==> src/hw/vcf_consts.vh <==
// Constants shared by the video capture front end.
// Assumes inclusion by bare name from the capture design file under hw/.
`ifndef VCF_CONSTS_VH
`define VCF_CONSTS_VH

// ==========================================================
// Indexed register port
`define VCF_PORT_INDEX      1'b0
`define VCF_PORT_DATA       1'b1
`define VCF_IDX_KEY         8'h80
`define VCF_KEY_VALUE       8'h86
`define VCF_IDX_CTRL        8'h90
`define VCF_IDX_HS_LO       8'h91
`define VCF_IDX_HS_HI       8'h92
`define VCF_IDX_HE_LO       8'h93
`define VCF_IDX_HE_HI       8'h94
`define VCF_IDX_VS_LO       8'h95
`define VCF_IDX_VS_HI       8'h96
`define VCF_IDX_VE_LO       8'h97
`define VCF_IDX_VE_HI       8'h98
`define VCF_IDX_HSCALE      8'h99
`define VCF_IDX_VSCALE      8'h9A
`define VCF_IDX_STATUS      8'h9B

// ==========================================================
// Field positions and reset values
`define VCF_CTRL_CAP_EN     0
`define VCF_CTRL_STD_MODE   1
`define VCF_CTRL_INTERLACE  2
`define VCF_STAT_OVERFLOW   0
`define VCF_STAT_FIELD      1
`define VCF_STAT_ACTIVE     2
`define VCF_STAT_UNLOCKED   3
`define VCF_BYTE_ZERO       8'h00
`define VCF_CNT_ZERO        12'h000
`define VCF_CNT_ONE         12'h001
`define VCF_SCALE_ZERO      6'h00

// ==========================================================
// Scaler accumulator
`define VCF_ACC_ZERO        7'h00
`define VCF_ACC_FULL        7'h40
`define VCF_STEP_BASE       7'h40

`endif

==> src/hw/vcf_capture.v <==
// Video capture front end: connector byte input, windowing, downscaling.
// Assumes the pixel clock and connector pins are asynchronous to clock and
// at most about a quarter of its rate, so edges are found by oversampling.
//
// Functional notes
// - Video registers stay locked until key value is written to key index.
// - While locked, video register reads and writes are refused.
// - Each received byte pair is joined into one RGB565 pixel word.
// - RGB565 video at the stated pixel rate is passed on pixel by pixel.
// - Interlaced and non-interlaced input are both accepted.
// - Standard mode drives graphics data out and still accepts video input.
// - Connector data pin direction follows the enable pin and standard mode bit.
// - Horizontal counter clears on blank rise, counts on each pixel clock.
// - Vertical counter clears on sync rise, counts on each blank rise.
// - Capture runs when both counts reach their start values.
// - Capture stops when either count reaches its end value.
// - Image is scaled down independently in X and Y by n/64 steps.
// - Scale fields 0 to 63 give factor of 64 minus field over 64.
// - Connector bytes are sampled only while data-valid is high.
// - Input accepted only while enable pin is low and capture is set.
`timescale 1ns/1ps
`include "vcf_consts.vh"

module vcf_capture #(
	parameter CNT_W      = 12,
	parameter FIFO_DEPTH = 16,
	parameter FIFO_AW    = 4
) (
	input  wire        clock,                     // System clock, 100 MHz
	input  wire        arst_n,                    // Async reset, active low
	input  wire        reg_cs,                    // Register port select
	input  wire        reg_addr,                  // 0 index port, 1 data port
	input  wire        reg_wr,                    // Write strobe
	input  wire        reg_rd,                    // Read strobe
	input  wire [7:0]  reg_wdata,                 // Write data
	output wire [7:0]  reg_rdata,                 // Read data, registered
	input  wire        external_video_clock_pin,  // Pixel clock from source
	input  wire        line_locked_clock,         // Alternate pixel clock
	input  wire        clock_select,              // 1 selects line-locked clock
	input  wire        blank_n,                   // Blanking, active low
	input  wire        external_sync_pin,         // Frame sync
	input  wire        video_byte_valid,          // Byte valid, active high
	input  wire        video_input_enable_n,      // Input enable, active low
	input  wire        field_in,                  // Odd/even field
	input  wire [7:0]  fc_data_in,                // Connector data pins in
	output wire [7:0]  fc_data_out,               // Connector data pins out
	output wire        fc_data_oe_n,              // Low while driving pins
	input  wire [7:0]  gfx_pixel,                 // Graphics data for output
	output wire [16:0] capture_data,              // {field, RGB565}
	output wire        capture_valid,             // Word available
	input  wire        capture_ready              // Consumer takes word
);

	// ==========================================================
	// Scaler step: returns {keep, next accumulator}
	function [7:0] vcf_step;
		input [6:0] acc;
		input [5:0] fld;
		reg   [6:0] sum;
		begin
			sum = acc + (`VCF_STEP_BASE - {1'b0, fld});
			if (sum >= `VCF_ACC_FULL) begin
				vcf_step = {1'b1, sum - `VCF_ACC_FULL};
			end else begin
				vcf_step = {1'b0, sum};
			end
		end
	endfunction

	// ==========================================================
	// Register state
	reg [7:0]       index_reg;
	reg [7:0]       key_reg;
	reg [2:0]       ctrl_reg;
	reg [CNT_W-1:0] h_start_reg;
	reg [CNT_W-1:0] h_end_reg;
	reg [CNT_W-1:0] v_start_reg;
	reg [CNT_W-1:0] v_end_reg;
	reg [5:0]       h_scale_reg;
	reg [5:0]       v_scale_reg;
	reg             overflow_reg;
	reg [7:0]       rdata_reg;
	reg [7:0]       rdata_next;
	wire            unlocked;
	wire            data_wr;
	wire            data_rd;
	wire            video_idx;

	// ==========================================================
	// Pin synchronisers and edge finding
	wire [13:0] pins_s;
	reg  [2:0]  pins_d_reg;
	wire        pclk_s;
	wire        blank_s;
	wire        sync_s;
	wire        valid_s;
	wire        en_n_s;
	wire        field_s;
	wire [7:0]  byte_s;
	wire        pclk_rise;
	wire        blank_rise;
	wire        sync_rise;
	wire        pclk_pin;

	// Clock choice before the synchroniser keeps one sampled clock
	assign pclk_pin = clock_select ? line_locked_clock : external_video_clock_pin;

	vcf_sync #(
		.WIDTH (14)
	) u_sync (
		.clock  (clock),
		.arst_n (arst_n),
		.d_in   ({pclk_pin, blank_n, external_sync_pin, video_byte_valid,
		          video_input_enable_n, field_in, fc_data_in}),
		.q_out  (pins_s)
	);

	assign pclk_s  = pins_s[13];
	assign blank_s = pins_s[12];
	assign sync_s  = pins_s[11];
	assign valid_s = pins_s[10];
	assign en_n_s  = pins_s[9];
	assign field_s = pins_s[8];
	assign byte_s  = pins_s[7:0];

	// Previous synchronised levels for edge detection
	always @(posedge clock or negedge arst_n) begin
		if (!arst_n) begin
			pins_d_reg <= 3'h0;
		end else begin
			pins_d_reg <= {pclk_s, blank_s, sync_s};
		end
	end

	assign pclk_rise  = pclk_s && !pins_d_reg[2];
	assign blank_rise = blank_s && !pins_d_reg[1];
	assign sync_rise  = sync_s && !pins_d_reg[0];

	// ==========================================================
	// Indexed register port
	// key match unlocks
	assign unlocked  = (key_reg == `VCF_KEY_VALUE);
	assign data_wr   = reg_cs && reg_wr && (reg_addr == `VCF_PORT_DATA);
	assign data_rd   = reg_cs && reg_rd && (reg_addr == `VCF_PORT_DATA);
	assign video_idx = (index_reg >= `VCF_IDX_CTRL) && (index_reg <= `VCF_IDX_STATUS);

	// Register writes; the key register is always reachable
	always @(posedge clock or negedge arst_n) begin
		if (!arst_n) begin
			index_reg   <= `VCF_BYTE_ZERO;
			key_reg     <= `VCF_BYTE_ZERO;
			ctrl_reg    <= 3'h0;
			h_start_reg <= `VCF_CNT_ZERO;
			h_end_reg   <= `VCF_CNT_ZERO;
			v_start_reg <= `VCF_CNT_ZERO;
			v_end_reg   <= `VCF_CNT_ZERO;
			h_scale_reg <= `VCF_SCALE_ZERO;
			v_scale_reg <= `VCF_SCALE_ZERO;
		end else begin
			if (reg_cs && reg_wr && (reg_addr == `VCF_PORT_INDEX)) begin
				index_reg <= reg_wdata;
			end
			if (data_wr && (index_reg == `VCF_IDX_KEY)) begin
				key_reg <= reg_wdata;
			end
			if (data_wr && unlocked) begin
				case (index_reg)
					`VCF_IDX_CTRL:   ctrl_reg          <= reg_wdata[2:0];
					`VCF_IDX_HS_LO:  h_start_reg[7:0]  <= reg_wdata;
					`VCF_IDX_HS_HI:  h_start_reg[11:8] <= reg_wdata[3:0];
					`VCF_IDX_HE_LO:  h_end_reg[7:0]    <= reg_wdata;
					`VCF_IDX_HE_HI:  h_end_reg[11:8]   <= reg_wdata[3:0];
					`VCF_IDX_VS_LO:  v_start_reg[7:0]  <= reg_wdata;
					`VCF_IDX_VS_HI:  v_start_reg[11:8] <= reg_wdata[3:0];
					`VCF_IDX_VE_LO:  v_end_reg[7:0]    <= reg_wdata;
					`VCF_IDX_VE_HI:  v_end_reg[11:8]   <= reg_wdata[3:0];
					`VCF_IDX_HSCALE: h_scale_reg       <= reg_wdata[5:0];
					`VCF_IDX_VSCALE: v_scale_reg       <= reg_wdata[5:0];
					default: begin
					end
				endcase
			end
		end
	end

	// ==========================================================
	// Capture datapath state
	reg [CNT_W-1:0] h_cnt_reg;
	reg [CNT_W-1:0] v_cnt_reg;
	reg             phase_reg;
	reg [7:0]       first_byte_reg;
	reg [15:0]      pixel_reg;
	reg             pixel_stb_reg;
	reg             field_reg;
	reg [6:0]       h_acc_reg;
	reg [6:0]       v_acc_reg;
	reg             line_keep_reg;
	reg [7:0]       fc_out_reg;
	wire            accept_in;
	wire            in_window;
	wire [7:0]      h_step;
	wire [7:0]      v_step;
	wire            push;
	wire            fifo_in_ready;
	wire            drive_out;

	// Status read back: live window and field state
	wire [7:0] status_byte;
	assign status_byte = {4'h0, unlocked, in_window, field_reg, overflow_reg};

	// Read mux; locked or unmapped reads return zero
	always @* begin
		rdata_next = rdata_reg;
		if (data_rd) begin
			rdata_next = `VCF_BYTE_ZERO;
			if (index_reg == `VCF_IDX_KEY) begin
				rdata_next = key_reg;
			end else if (video_idx && unlocked) begin
				case (index_reg)
					`VCF_IDX_CTRL:   rdata_next = {5'h00, ctrl_reg};
					`VCF_IDX_HS_LO:  rdata_next = h_start_reg[7:0];
					`VCF_IDX_HS_HI:  rdata_next = {4'h0, h_start_reg[11:8]};
					`VCF_IDX_HE_LO:  rdata_next = h_end_reg[7:0];
					`VCF_IDX_HE_HI:  rdata_next = {4'h0, h_end_reg[11:8]};
					`VCF_IDX_VS_LO:  rdata_next = v_start_reg[7:0];
					`VCF_IDX_VS_HI:  rdata_next = {4'h0, v_start_reg[11:8]};
					`VCF_IDX_VE_LO:  rdata_next = v_end_reg[7:0];
					`VCF_IDX_VE_HI:  rdata_next = {4'h0, v_end_reg[11:8]};
					`VCF_IDX_HSCALE: rdata_next = {2'h0, h_scale_reg};
					`VCF_IDX_VSCALE: rdata_next = {2'h0, v_scale_reg};
					`VCF_IDX_STATUS: rdata_next = status_byte;
					default:         rdata_next = `VCF_BYTE_ZERO;
				endcase
			end
		end
	end

	always @(posedge clock or negedge arst_n) begin
		if (!arst_n) begin
			rdata_reg <= `VCF_BYTE_ZERO;
		end else begin
			rdata_reg <= rdata_next;
		end
	end

	assign reg_rdata = rdata_reg;

	// ==========================================================
	// Input gating
	// enable pin low and capture set
	// input also taken in standard mode
	assign accept_in = !en_n_s && ctrl_reg[`VCF_CTRL_CAP_EN];

	assign in_window = (h_cnt_reg >= h_start_reg) && (v_cnt_reg >= v_start_reg) &&
	                   (h_cnt_reg < h_end_reg) && (v_cnt_reg < v_end_reg);

	// ==========================================================
	// Horizontal and vertical counters
	always @(posedge clock or negedge arst_n) begin
		if (!arst_n) begin
			h_cnt_reg <= `VCF_CNT_ZERO;
			v_cnt_reg <= `VCF_CNT_ZERO;
		end else begin
			// clear on blank rise, else count pixel clocks
			if (blank_rise) begin
				h_cnt_reg <= `VCF_CNT_ZERO;
			end else if (pclk_rise) begin
				h_cnt_reg <= h_cnt_reg + `VCF_CNT_ONE;
			end
			// clear on sync rise, else count lines
			if (sync_rise) begin
				v_cnt_reg <= `VCF_CNT_ZERO;
			end else if (blank_rise) begin
				v_cnt_reg <= v_cnt_reg + `VCF_CNT_ONE;
			end
		end
	end

	// ==========================================================
	// Byte pairing; phase resets each line so a stray byte cannot skew it
	always @(posedge clock or negedge arst_n) begin
		if (!arst_n) begin
			phase_reg      <= 1'b0;
			first_byte_reg <= `VCF_BYTE_ZERO;
			pixel_reg      <= 16'h0000;
			pixel_stb_reg  <= 1'b0;
			field_reg      <= 1'b0;
		end else begin
			pixel_stb_reg <= 1'b0;
			// field tag kept only in interlaced mode
			if (sync_rise) begin
				field_reg <= ctrl_reg[`VCF_CTRL_INTERLACE] ? field_s : 1'b0;
			end
			if (blank_rise || !accept_in) begin
				phase_reg <= 1'b0;
			end else if (pclk_rise && valid_s) begin
				if (!phase_reg) begin
					first_byte_reg <= byte_s;
					phase_reg      <= 1'b1;
				end else begin
					pixel_reg     <= {first_byte_reg, byte_s};
					pixel_stb_reg <= 1'b1;
					phase_reg     <= 1'b0;
				end
			end
		end
	end

	// ==========================================================
	// Downscaling by accumulators
	// step is 64 minus field
	assign h_step = vcf_step(h_acc_reg, h_scale_reg);
	assign v_step = vcf_step(v_acc_reg, v_scale_reg);

	always @(posedge clock or negedge arst_n) begin
		if (!arst_n) begin
			h_acc_reg     <= `VCF_ACC_ZERO;
			v_acc_reg     <= `VCF_ACC_ZERO;
			line_keep_reg <= 1'b1;
		end else begin
			if (sync_rise) begin
				v_acc_reg     <= `VCF_ACC_ZERO;
				line_keep_reg <= 1'b1;
			end else if (blank_rise) begin
				v_acc_reg     <= v_step[6:0];
				line_keep_reg <= v_step[7];
			end
			if (blank_rise) begin
				h_acc_reg <= `VCF_ACC_ZERO;
			end else if (pixel_stb_reg && in_window) begin
				h_acc_reg <= h_step[6:0];
			end
		end
	end

	assign push = pixel_stb_reg && in_window && line_keep_reg && h_step[7];

	// Overflow is sticky; a new drop wins over a software clear
	always @(posedge clock or negedge arst_n) begin
		if (!arst_n) begin
			overflow_reg <= 1'b0;
		end else if (push && !fifo_in_ready) begin
			overflow_reg <= 1'b1;
		end else if (data_wr && unlocked && (index_reg == `VCF_IDX_STATUS) &&
		             reg_wdata[`VCF_STAT_OVERFLOW]) begin
			overflow_reg <= 1'b0;
		end
	end

	// Buffer absorbs memory stalls; words dropped when full
	vcf_fifo #(
		.WIDTH  (17),
		.DEPTH  (FIFO_DEPTH),
		.ADDR_W (FIFO_AW)
	) u_fifo (
		.clock     (clock),
		.arst_n    (arst_n),
		.in_data   ({field_reg, pixel_reg}),
		.in_valid  (push),
		.in_ready  (fifo_in_ready),
		.out_data  (capture_data),
		.out_valid (capture_valid),
		.out_ready (capture_ready)
	);

	// ==========================================================
	// Standard connector output
	// graphics data driven out
	always @(posedge clock or negedge arst_n) begin
		if (!arst_n) begin
			fc_out_reg <= `VCF_BYTE_ZERO;
		end else begin
			fc_out_reg <= gfx_pixel;
		end
	end

	// direction from enable pin and mode
	assign drive_out    = ctrl_reg[`VCF_CTRL_STD_MODE] && en_n_s;
	assign fc_data_oe_n = !drive_out;
	assign fc_data_out  = fc_out_reg;

endmodule

==> src/hw/vcf_sync.v <==
// Two-flop synchroniser for a bundle of level signals.
// Assumes each bit is a slow level relative to clock; no word coherence.
`timescale 1ns/1ps

module vcf_sync #(
	parameter WIDTH = 1
) (
	input  wire             clock,   // System clock
	input  wire             arst_n,  // Async reset, active low
	input  wire [WIDTH-1:0] d_in,    // Asynchronous inputs
	output wire [WIDTH-1:0] q_out    // Synchronised outputs
);

	reg [WIDTH-1:0] meta_reg;
	reg [WIDTH-1:0] sync_reg;

	// ==========================================================
	// Two stages; first stage read by second stage only
	always @(posedge clock or negedge arst_n) begin
		if (!arst_n) begin
			meta_reg <= {WIDTH{1'b0}};
			sync_reg <= {WIDTH{1'b0}};
		end else begin
			meta_reg <= d_in;
			sync_reg <= meta_reg;
		end
	end

	assign q_out = sync_reg;

endmodule

==> src/hw/vcf_fifo.v <==
// Synchronous FIFO with valid/ready on both sides.
// Assumes one clock; depth is a power of two.
`timescale 1ns/1ps

module vcf_fifo #(
	parameter WIDTH  = 17,
	parameter DEPTH  = 16,
	parameter ADDR_W = 4
) (
	input  wire             clock,      // System clock
	input  wire             arst_n,     // Async reset, active low
	input  wire [WIDTH-1:0] in_data,    // Write data
	input  wire             in_valid,   // Write request
	output wire             in_ready,   // Not full
	output wire [WIDTH-1:0] out_data,   // Head word
	output wire             out_valid,  // Not empty
	input  wire             out_ready   // Consumer takes head
);

	reg [WIDTH-1:0] mem [0:DEPTH-1];
	reg [ADDR_W:0]  wptr_reg;
	reg [ADDR_W:0]  rptr_reg;
	wire            full;
	wire            empty;
	wire            push;
	wire            pop;

	// Extra pointer bit tells full from empty
	assign full      = (wptr_reg[ADDR_W] != rptr_reg[ADDR_W]) &&
	                   (wptr_reg[ADDR_W-1:0] == rptr_reg[ADDR_W-1:0]);
	assign empty     = (wptr_reg == rptr_reg);
	assign in_ready  = !full;
	assign out_valid = !empty;
	assign push      = in_valid && !full;
	assign pop       = out_ready && !empty;
	assign out_data  = mem[rptr_reg[ADDR_W-1:0]];

	// ==========================================================
	// Storage, no reset needed on data
	always @(posedge clock) begin
		if (push) begin
			mem[wptr_reg[ADDR_W-1:0]] <= in_data;
		end
	end

	// ==========================================================
	// Pointers
	always @(posedge clock or negedge arst_n) begin
		if (!arst_n) begin
			wptr_reg <= {(ADDR_W+1){1'b0}};
			rptr_reg <= {(ADDR_W+1){1'b0}};
		end else begin
			if (push) begin
				wptr_reg <= wptr_reg + 1'b1;
			end
			if (pop) begin
				rptr_reg <= rptr_reg + 1'b1;
			end
		end
	end

endmodule

==> config.mk <==
export PLATFORM = sky130hd
export DESIGN_NAME = vcf_capture
export DESIGN_NICKNAME = d
export VERILOG_FILES = /design/src/hw/vcf_capture.v /design/src/hw/vcf_sync.v /design/src/hw/vcf_fifo.v
export VERILOG_INCLUDE_DIRS = /design/src /design/src/hw
export SDC_FILE = /design/constraint.sdc
export NUM_CORES = 1
export LEC_CHECK = 0
export BUFFER_PORTS_ARGS = -buffer_cell sky130_fd_sc_hd__buf_2
export CAP_MARGIN = 20
export CORE_MARGIN = 5
export CORE_UTILIZATION = 46
export CTS_BUF_LIST = sky130_fd_sc_hd__clkbuf_8
export DETAILED_ROUTE_END_ITERATION = 7
export SLEW_MARGIN = 0
export SYNTH_ARGS = -nofsm -noshare
export SYNTH_HDL_FRONTEND = slang
export SYNTH_SLANG_ARGS = --single-unit
==> constraint.sdc <==
create_clock -name clock -period 3.18 [get_ports clock]
set_input_delay 0.318 -clock clock [delete_from_list [all_inputs] [get_ports clock]]
set_output_delay 0.318 -clock clock [all_outputs]
set_load 0.03 [all_outputs]
Word level (Yosys, flattened, before mapping)
Memory sizes are Yosys's and may differ from the RTL's.
Index checks and enable logic that the tools add are counted.
- register bits after elaboration: 203
- latch bits: 0
- memory bits (writable): 272
- ROM bits: 0
- input bits: 39
- output and inout bits: 35
- word-level logic and storage cells: 151
- memories: 1
- $add $sub $neg: 10
- $mul: 0
- divide/modulo/power cells: 0
- $lt $le $gt $ge: 8
- equal/unequal tests: 17
- shift-type cells: 0
- multiplexer cells: 27
- bitwise operators: 3
- reductions and logical operators: 54
- memories (name ; depth ; bits a word ; rd ports ; clocked after memory_dff ; write ports ; RTL line ; text):
    u_fifo.mem ; 16 ; 17 ; 1 ; 0 ; 1 ; vcf_fifo.v:20 ; reg [WIDTH-1:0] mem [0:DEPTH-1];
- operators by type and width (cell ; number):
    $eq A8 B8 Y1 const B ; 14
    $pmux W8 S12 ; 1
    $mux W12 ; 4
    $mux W8 ; 4
    $mux W7 ; 4
    $logic_and A1 B1 Y1 ; 27
    $add A12 B1 Y12 const B ; 2
    $ge A12 B12 Y1 ; 2
    $lt A12 B12 Y1 ; 2
    $reduce_and A2 Y1 ; 11
    $add A7 B7 Y7 ; 2
    $ge A7 B7 Y1 const B ; 2
    $mux W1 ; 14
    $sub A7 B6 Y7 const A ; 2
    $sub A7 B7 Y7 const B ; 2
    $add A5 B1 Y5 const B ; 2
    $reduce_bool A2 Y1 ; 5
    $ge A8 B8 Y1 const B ; 1
    $le A8 B8 Y1 const B ; 1
    $logic_not A1 Y1 ; 8
    $reduce_and A3 Y1 ; 2
    $eq A5 B5 Y1 ; 1
    $eq A4 B4 Y1 ; 1
    $not A1 Y1 ; 3
    2 further kinds ; 2

Longest topological paths before layout
- depth after elaboration: 10
- mapped depth: 12
- mapped depth without buffers: 12

Hierarchy
A second synthesis with hierarchy kept.
- cell total of the unflattened synthesis: 1408
- area, all modules: 20308.2 um^2
- modules (own cells, without submodules) (module ; times used ; cells an instance ; area each (um^2) ; sequential area each (um^2)):
    vcf_fifo ; 1 ; 503 ; 10956.8 ; 8418.1
    vcf_capture ; 1 ; 877 ; 8650.8 ; 4130.2
    vcf_sync ; 1 ; 28 ; 700.7 ; 700.7

Worst setup path after synthesis
No wires, ideal clock.
- path kind: register to register
- start point: register h_scale_reg[2]
- end point: memory u_fifo.mem[3][0] (enable)
- library setup time: 0.375 ns
- arrival: 2.805 ns
- data required time: 2.805 ns
- setup slack: 0.000 ns
- stages on the path, launching flop included: 12
- path buffers: 1
- period minus slack after synthesis: 3.180 ns
- path through: dfrtp_1 -> inv_1 -> ha_1 -> ha_1 -> a211oi_1 -> o21bai_1 -> a21oi_1 -> xnor2_1 -> nand4_1 -> nor2_2 -> buf_4 -> and3_1
- word-level cells in the longest chain between the ends: 8
- ends and longest elaborated chain (item ; RTL line ; text):
    start: declaration ; vcf_capture.v:79 ; reg [5:0] h_scale_reg;
    start signal: assignment ; vcf_capture.v:157 ; h_scale_reg <= `VCF_SCALE_ZERO;
    start signal: assignment ; vcf_capture.v:177 ; `VCF_IDX_HSCALE: h_scale_reg <= reg_wdata[5:0];
    $sub A7 B6 Y7 (no source line) ; -- ;
    $add A7 B7 Y7 ; vcf_capture.v:61 ; sum = acc + (`VCF_STEP_BASE - {1'b0, fld});
    $ge A7 B7 Y1 (no source line) ; -- ;
    $mux W8 ; vcf_capture.v:62 ; if (sum >= `VCF_ACC_FULL) begin
    $logic_and A1 B1 Y1 ; vcf_capture.v:336 ; assign push = pixel_stb_reg && in_window && line_keep_reg && h_step[7];
    $logic_and A1 B1 Y1 ; vcf_fifo.v:34 ; assign push = in_valid && !full;
    $mux W1 ; vcf_fifo.v:41 ; if (push) begin
    $mux W1 (not written as such) ; vcf_fifo.v:42 ; mem[wptr_reg[ADDR_W-1:0]] <= in_data;
    end: declaration ; vcf_fifo.v:20 ;
No other way between the ends.

Final worst setup path
- start point: register u_fifo.rptr_reg[0]
- end point: output capture_data[13]
- word-level cells in the longest chain between the ends: 1
- ends and longest elaborated chain (item ; RTL line ; text):
    start: declaration ; vcf_fifo.v:22 ; reg [ADDR_W:0] rptr_reg;
    start signal: assignment ; vcf_fifo.v:51 ; rptr_reg <= {(ADDR_W+1){1'b0}};
    start signal: assignment ; vcf_fifo.v:57 ; rptr_reg <= rptr_reg + 1'b1;
    $mem_v2 Z16 W17 ; -- ;
    end: declaration ; vcf_capture.v:49 ; output wire [16:0] capture_data,
No other way between the ends.

==> flow_summary.ini <==
[final_layout]
fin_nets = 1624
n_antenna_cell = 0
syn2layout_area_growth_pct = 16.7
fill_cells = 3705
final_cell_mix = 272 x edfxtp_1, 200 x dfrtp_1, 116 x nand2_1, 102 x inv_1, 93 x clkbuf_8
mostFrequentLayoutCell = edfxtp_1
drive_gt1_share_pct = 26.4
fin_util_pct = 54.0
largest_reg_flops = 272

[routing]
post-route-drc-count = 0
post_drt_wl_per_cell_microns = 22.6
vias = 11600
totalWireLength_mm = 48.9
firstDrtPassIters = 5
drtIter0Drc = 714
via_per_inst = 5.38
final_antenna_net_count = 0

[yosys]
seq_area_frac_synth_pct = 65.2
yosys_warnings = 0
async_reset_ff_share_pct = 42.7
synth.net_count = 1440
synth_edf_count = 272
synth_flop_cell = edfxtp_1
syn-cell-area_sq_mm = 0.0203
synth_area_per_cell_sq_um = 15.3
synth_cell_types = 69
syn_inst = 1324
ys_ff_latch = 475

[timing]
skew_ns = 0.0331
max_freq_mhz = 330
grt_setup_unrepaired = no
fin_crit_ns = 3.03
hold_slack_ns = 0.0953
worst_slack_ns = 0.152
hold_viol = 0
tightest_slew_ns = 0.912
slew_violations = 0
final-setup-viol-count = 0
slew_headroom_pct = 39.2
period_share_pct = 95.2
fin_tns_setup_ns = 0

[setup_path]
crit_path_cell_trace = buf_12, mux4_2, mux4_2, buf_2
regToRegStartpoint = h_scale_reg[2]
worstSetupPathType = register to primary output
crit_path_start_kind = register
crit_cells = 4
worst_setup_path_end_kind = primary output
path_max_fanout = 19
rrSetupSlack_ns = 0.20
worstPathRequired_ns = 2.86
slowest_stage = mux4_2
ff2ff_path_depth = 12
cp.arrival_ns = 2.71
regToRegEndpoint = u_fifo.mem[13][2]
cp_common_cell = mux4_2
crit_buf_inv = 2
critPathMaxStageDelay_ns = 0.59
path_delay_family = multiplexers
critPathLaunch = u_fifo.rptr_reg[0]

[placement]
io_buffers = 73
dp_hpwl_mm = 32.9
dp_worst_setup_slack_ns = 0.224
place.gp.congestion = 0.823

[global_route]
grt_pass1_wl_mm = 75.0
antenna_found_initial = 0
grt_max_degree = 95
grt_pass1_vias = 12200
overflow = 0
track_usage_pct = 20.8

[cts]
clkTransAtPathRegs_ns = 0.06
cts_root_buf = clkbuf_8
clk_latency_ns = 0.66
htree_levels = 3
cts_buffers = 81
clockBufferDepth = 3
cts_tree = yes
clock-sinks = 475

[worst_hold_path]
min_path_type = input pin to register
whs_path_depth = 3
min_from = reg_wdata[1]
hold_end = h_end_reg[1]

[floorplan]
die_y_microns = 220
rows = 77
core_area_sq_mm = 0.0439
die_width_microns = 220
ios = 74
die_area_sq_mm = 0.0485
start_util_pct = 46.2

[flow_run]
maxCapViolCount = 0

[power_and_ir_drop]
peakVddDrop_v = 0.000260
power.static_leakage_uw = 0.00955
power_density_mw_per_mm2 = 518
power_uw = 12300

[outcome]
status = finished, final reports clean
[layer usage]
metal | vias to the layer above | routed length, microns | track usage, %
li1 | 5342 | - | -
met1 | 5939 | 20000 | 26.0
met2 | 263 | 25800 | 36.8
met3 | 79 | 1980 | 3.75
met4 | 0 | 1180 | 6.97
met5 | - | 0 | 0
[cells by family (layout without fill, tap and decap cells)]
| logic type | Yosys count | count (layout) | share of synthesized area (%) |
|---|---|---|---|
| multiplexers | 165 | 165 | 13.8 |
| AND/OR/NAND/NOR | 288 | 288 | 7.14 |
| XOR/XNOR | 43 | 43 | 1.85 |
| AO/OA/AOI/OAI | 144 | 144 | 4.53 |
| buffers and inverters | 132 | 378 | 2.62 |
| flip-flops | 475 | 475 | 65.2 |
| adder cells (fa/ha/maj) | 77 | 77 | 4.82 |
[through the flow]
stage	std cells	instance area, sq um
final	2162	23700
after floorplan	1324	20300
after global routing	2162	23700
after CTS	2162	23700
after detailed placement	1987	21900
after global placement	1987	21900
[worst reg2reg max path, cell delays in order (launching register included)]
cell and delay (ns):
dfrtp_1 0.38, inv_1 0.06, ha_1 0.31, ha_1 0.31, a211oi_1 0.24, o21bai_1 0.11, a21oi_2 0.17, xnor2_1 0.16
nand4_1 0.16, nor2_2 0.17, buf_12 0.16, and4_1 0.25, buf_12 0.17
[cell type report]
type	count	area, sq um	share of cell area (%)
clock inverter	52	259	1.09
inverter	77	289	1.22
sequential	475	13300	55.9
timing repair buffer	156	1350	5.68
tap	592	741	3.12
clock buffer	93	1280	5.40
multi-input combinational	717	6540	27.6
[repair_timing]
item | CTS | global route
resized for setup | 1 | 1
endpoints found under the setup margin | 10 | 158
hold buffers | 28 | 0
endpoints found under the hold margin | 129 | 0
buffers inserted | 2 | 0
[synthesized netlist by cell type (2+ instances only)]
cell	count	area share (%)
nand3_1	27	0.67
nand2b_1	5	0.15
buf_6	2	0.11
nor2b_1	8	0.25
nor2_1	49	0.91
mux2i_1	8	0.39
mux2_2	72	4.0
dfrtp_1	202	25
a22oi_1	15	0.55
a221oi_1	5	0.22
xor2_1	26	1.1
nor4_1	2	0.062
nor3_1	11	0.27
ha_1	75	4.6
or3_1	4	0.12
a21o_1	6	0.22
nand4_1	13	0.40
fa_1	2	0.20
inv_1	76	1.4
buf_2	15	0.37
edfxtp_1	272	40
clkbuf_1	35	0.65
o21bai_1	3	0.11
nor4b_1	3	0.13
nor3_2	4	0.20
o21ai_0	42	1.0
nand2_1	116	2.1
a211oi_1	7	0.26
nor3b_1	2	0.074
o31ai_1	2	0.074
xnor2_1	17	0.73
buf_1	2	0.037
and3_1	21	0.65
mux4_2	85	9.4
and4_1	8	0.34
a32oi_1	6	0.26
a21oi_1	42	1.0
and2_0	2	0.062
a31oi_1	2	0.062
[how the worst max path moves through the flow]
| stage | endpoint | slack (ns) |
|---|---|---|
| floorplan | u_fifo.mem[3][0] | 0.0004 |
| global placement | u_fifo.mem[12][3] | 0.23 |
| detailed placement | u_fifo.mem[12][0] | 0.22 |
| CTS | capture_data[2] | 0.04 |
| global route | u_fifo.mem[12][0] | 0.006 |
| finish | capture_data[13] | 0.15 |
[report_power, final]
part           internal [uW]  leakage (uW)  switching (uW)
Sequential              6550       0.00517            93.2
Combinational            178       0.00349             261
Clock                   2760      0.000888            2450
Total                   9480       0.00955            2810
No activity file was read; power rests on OpenSTA's default activity.
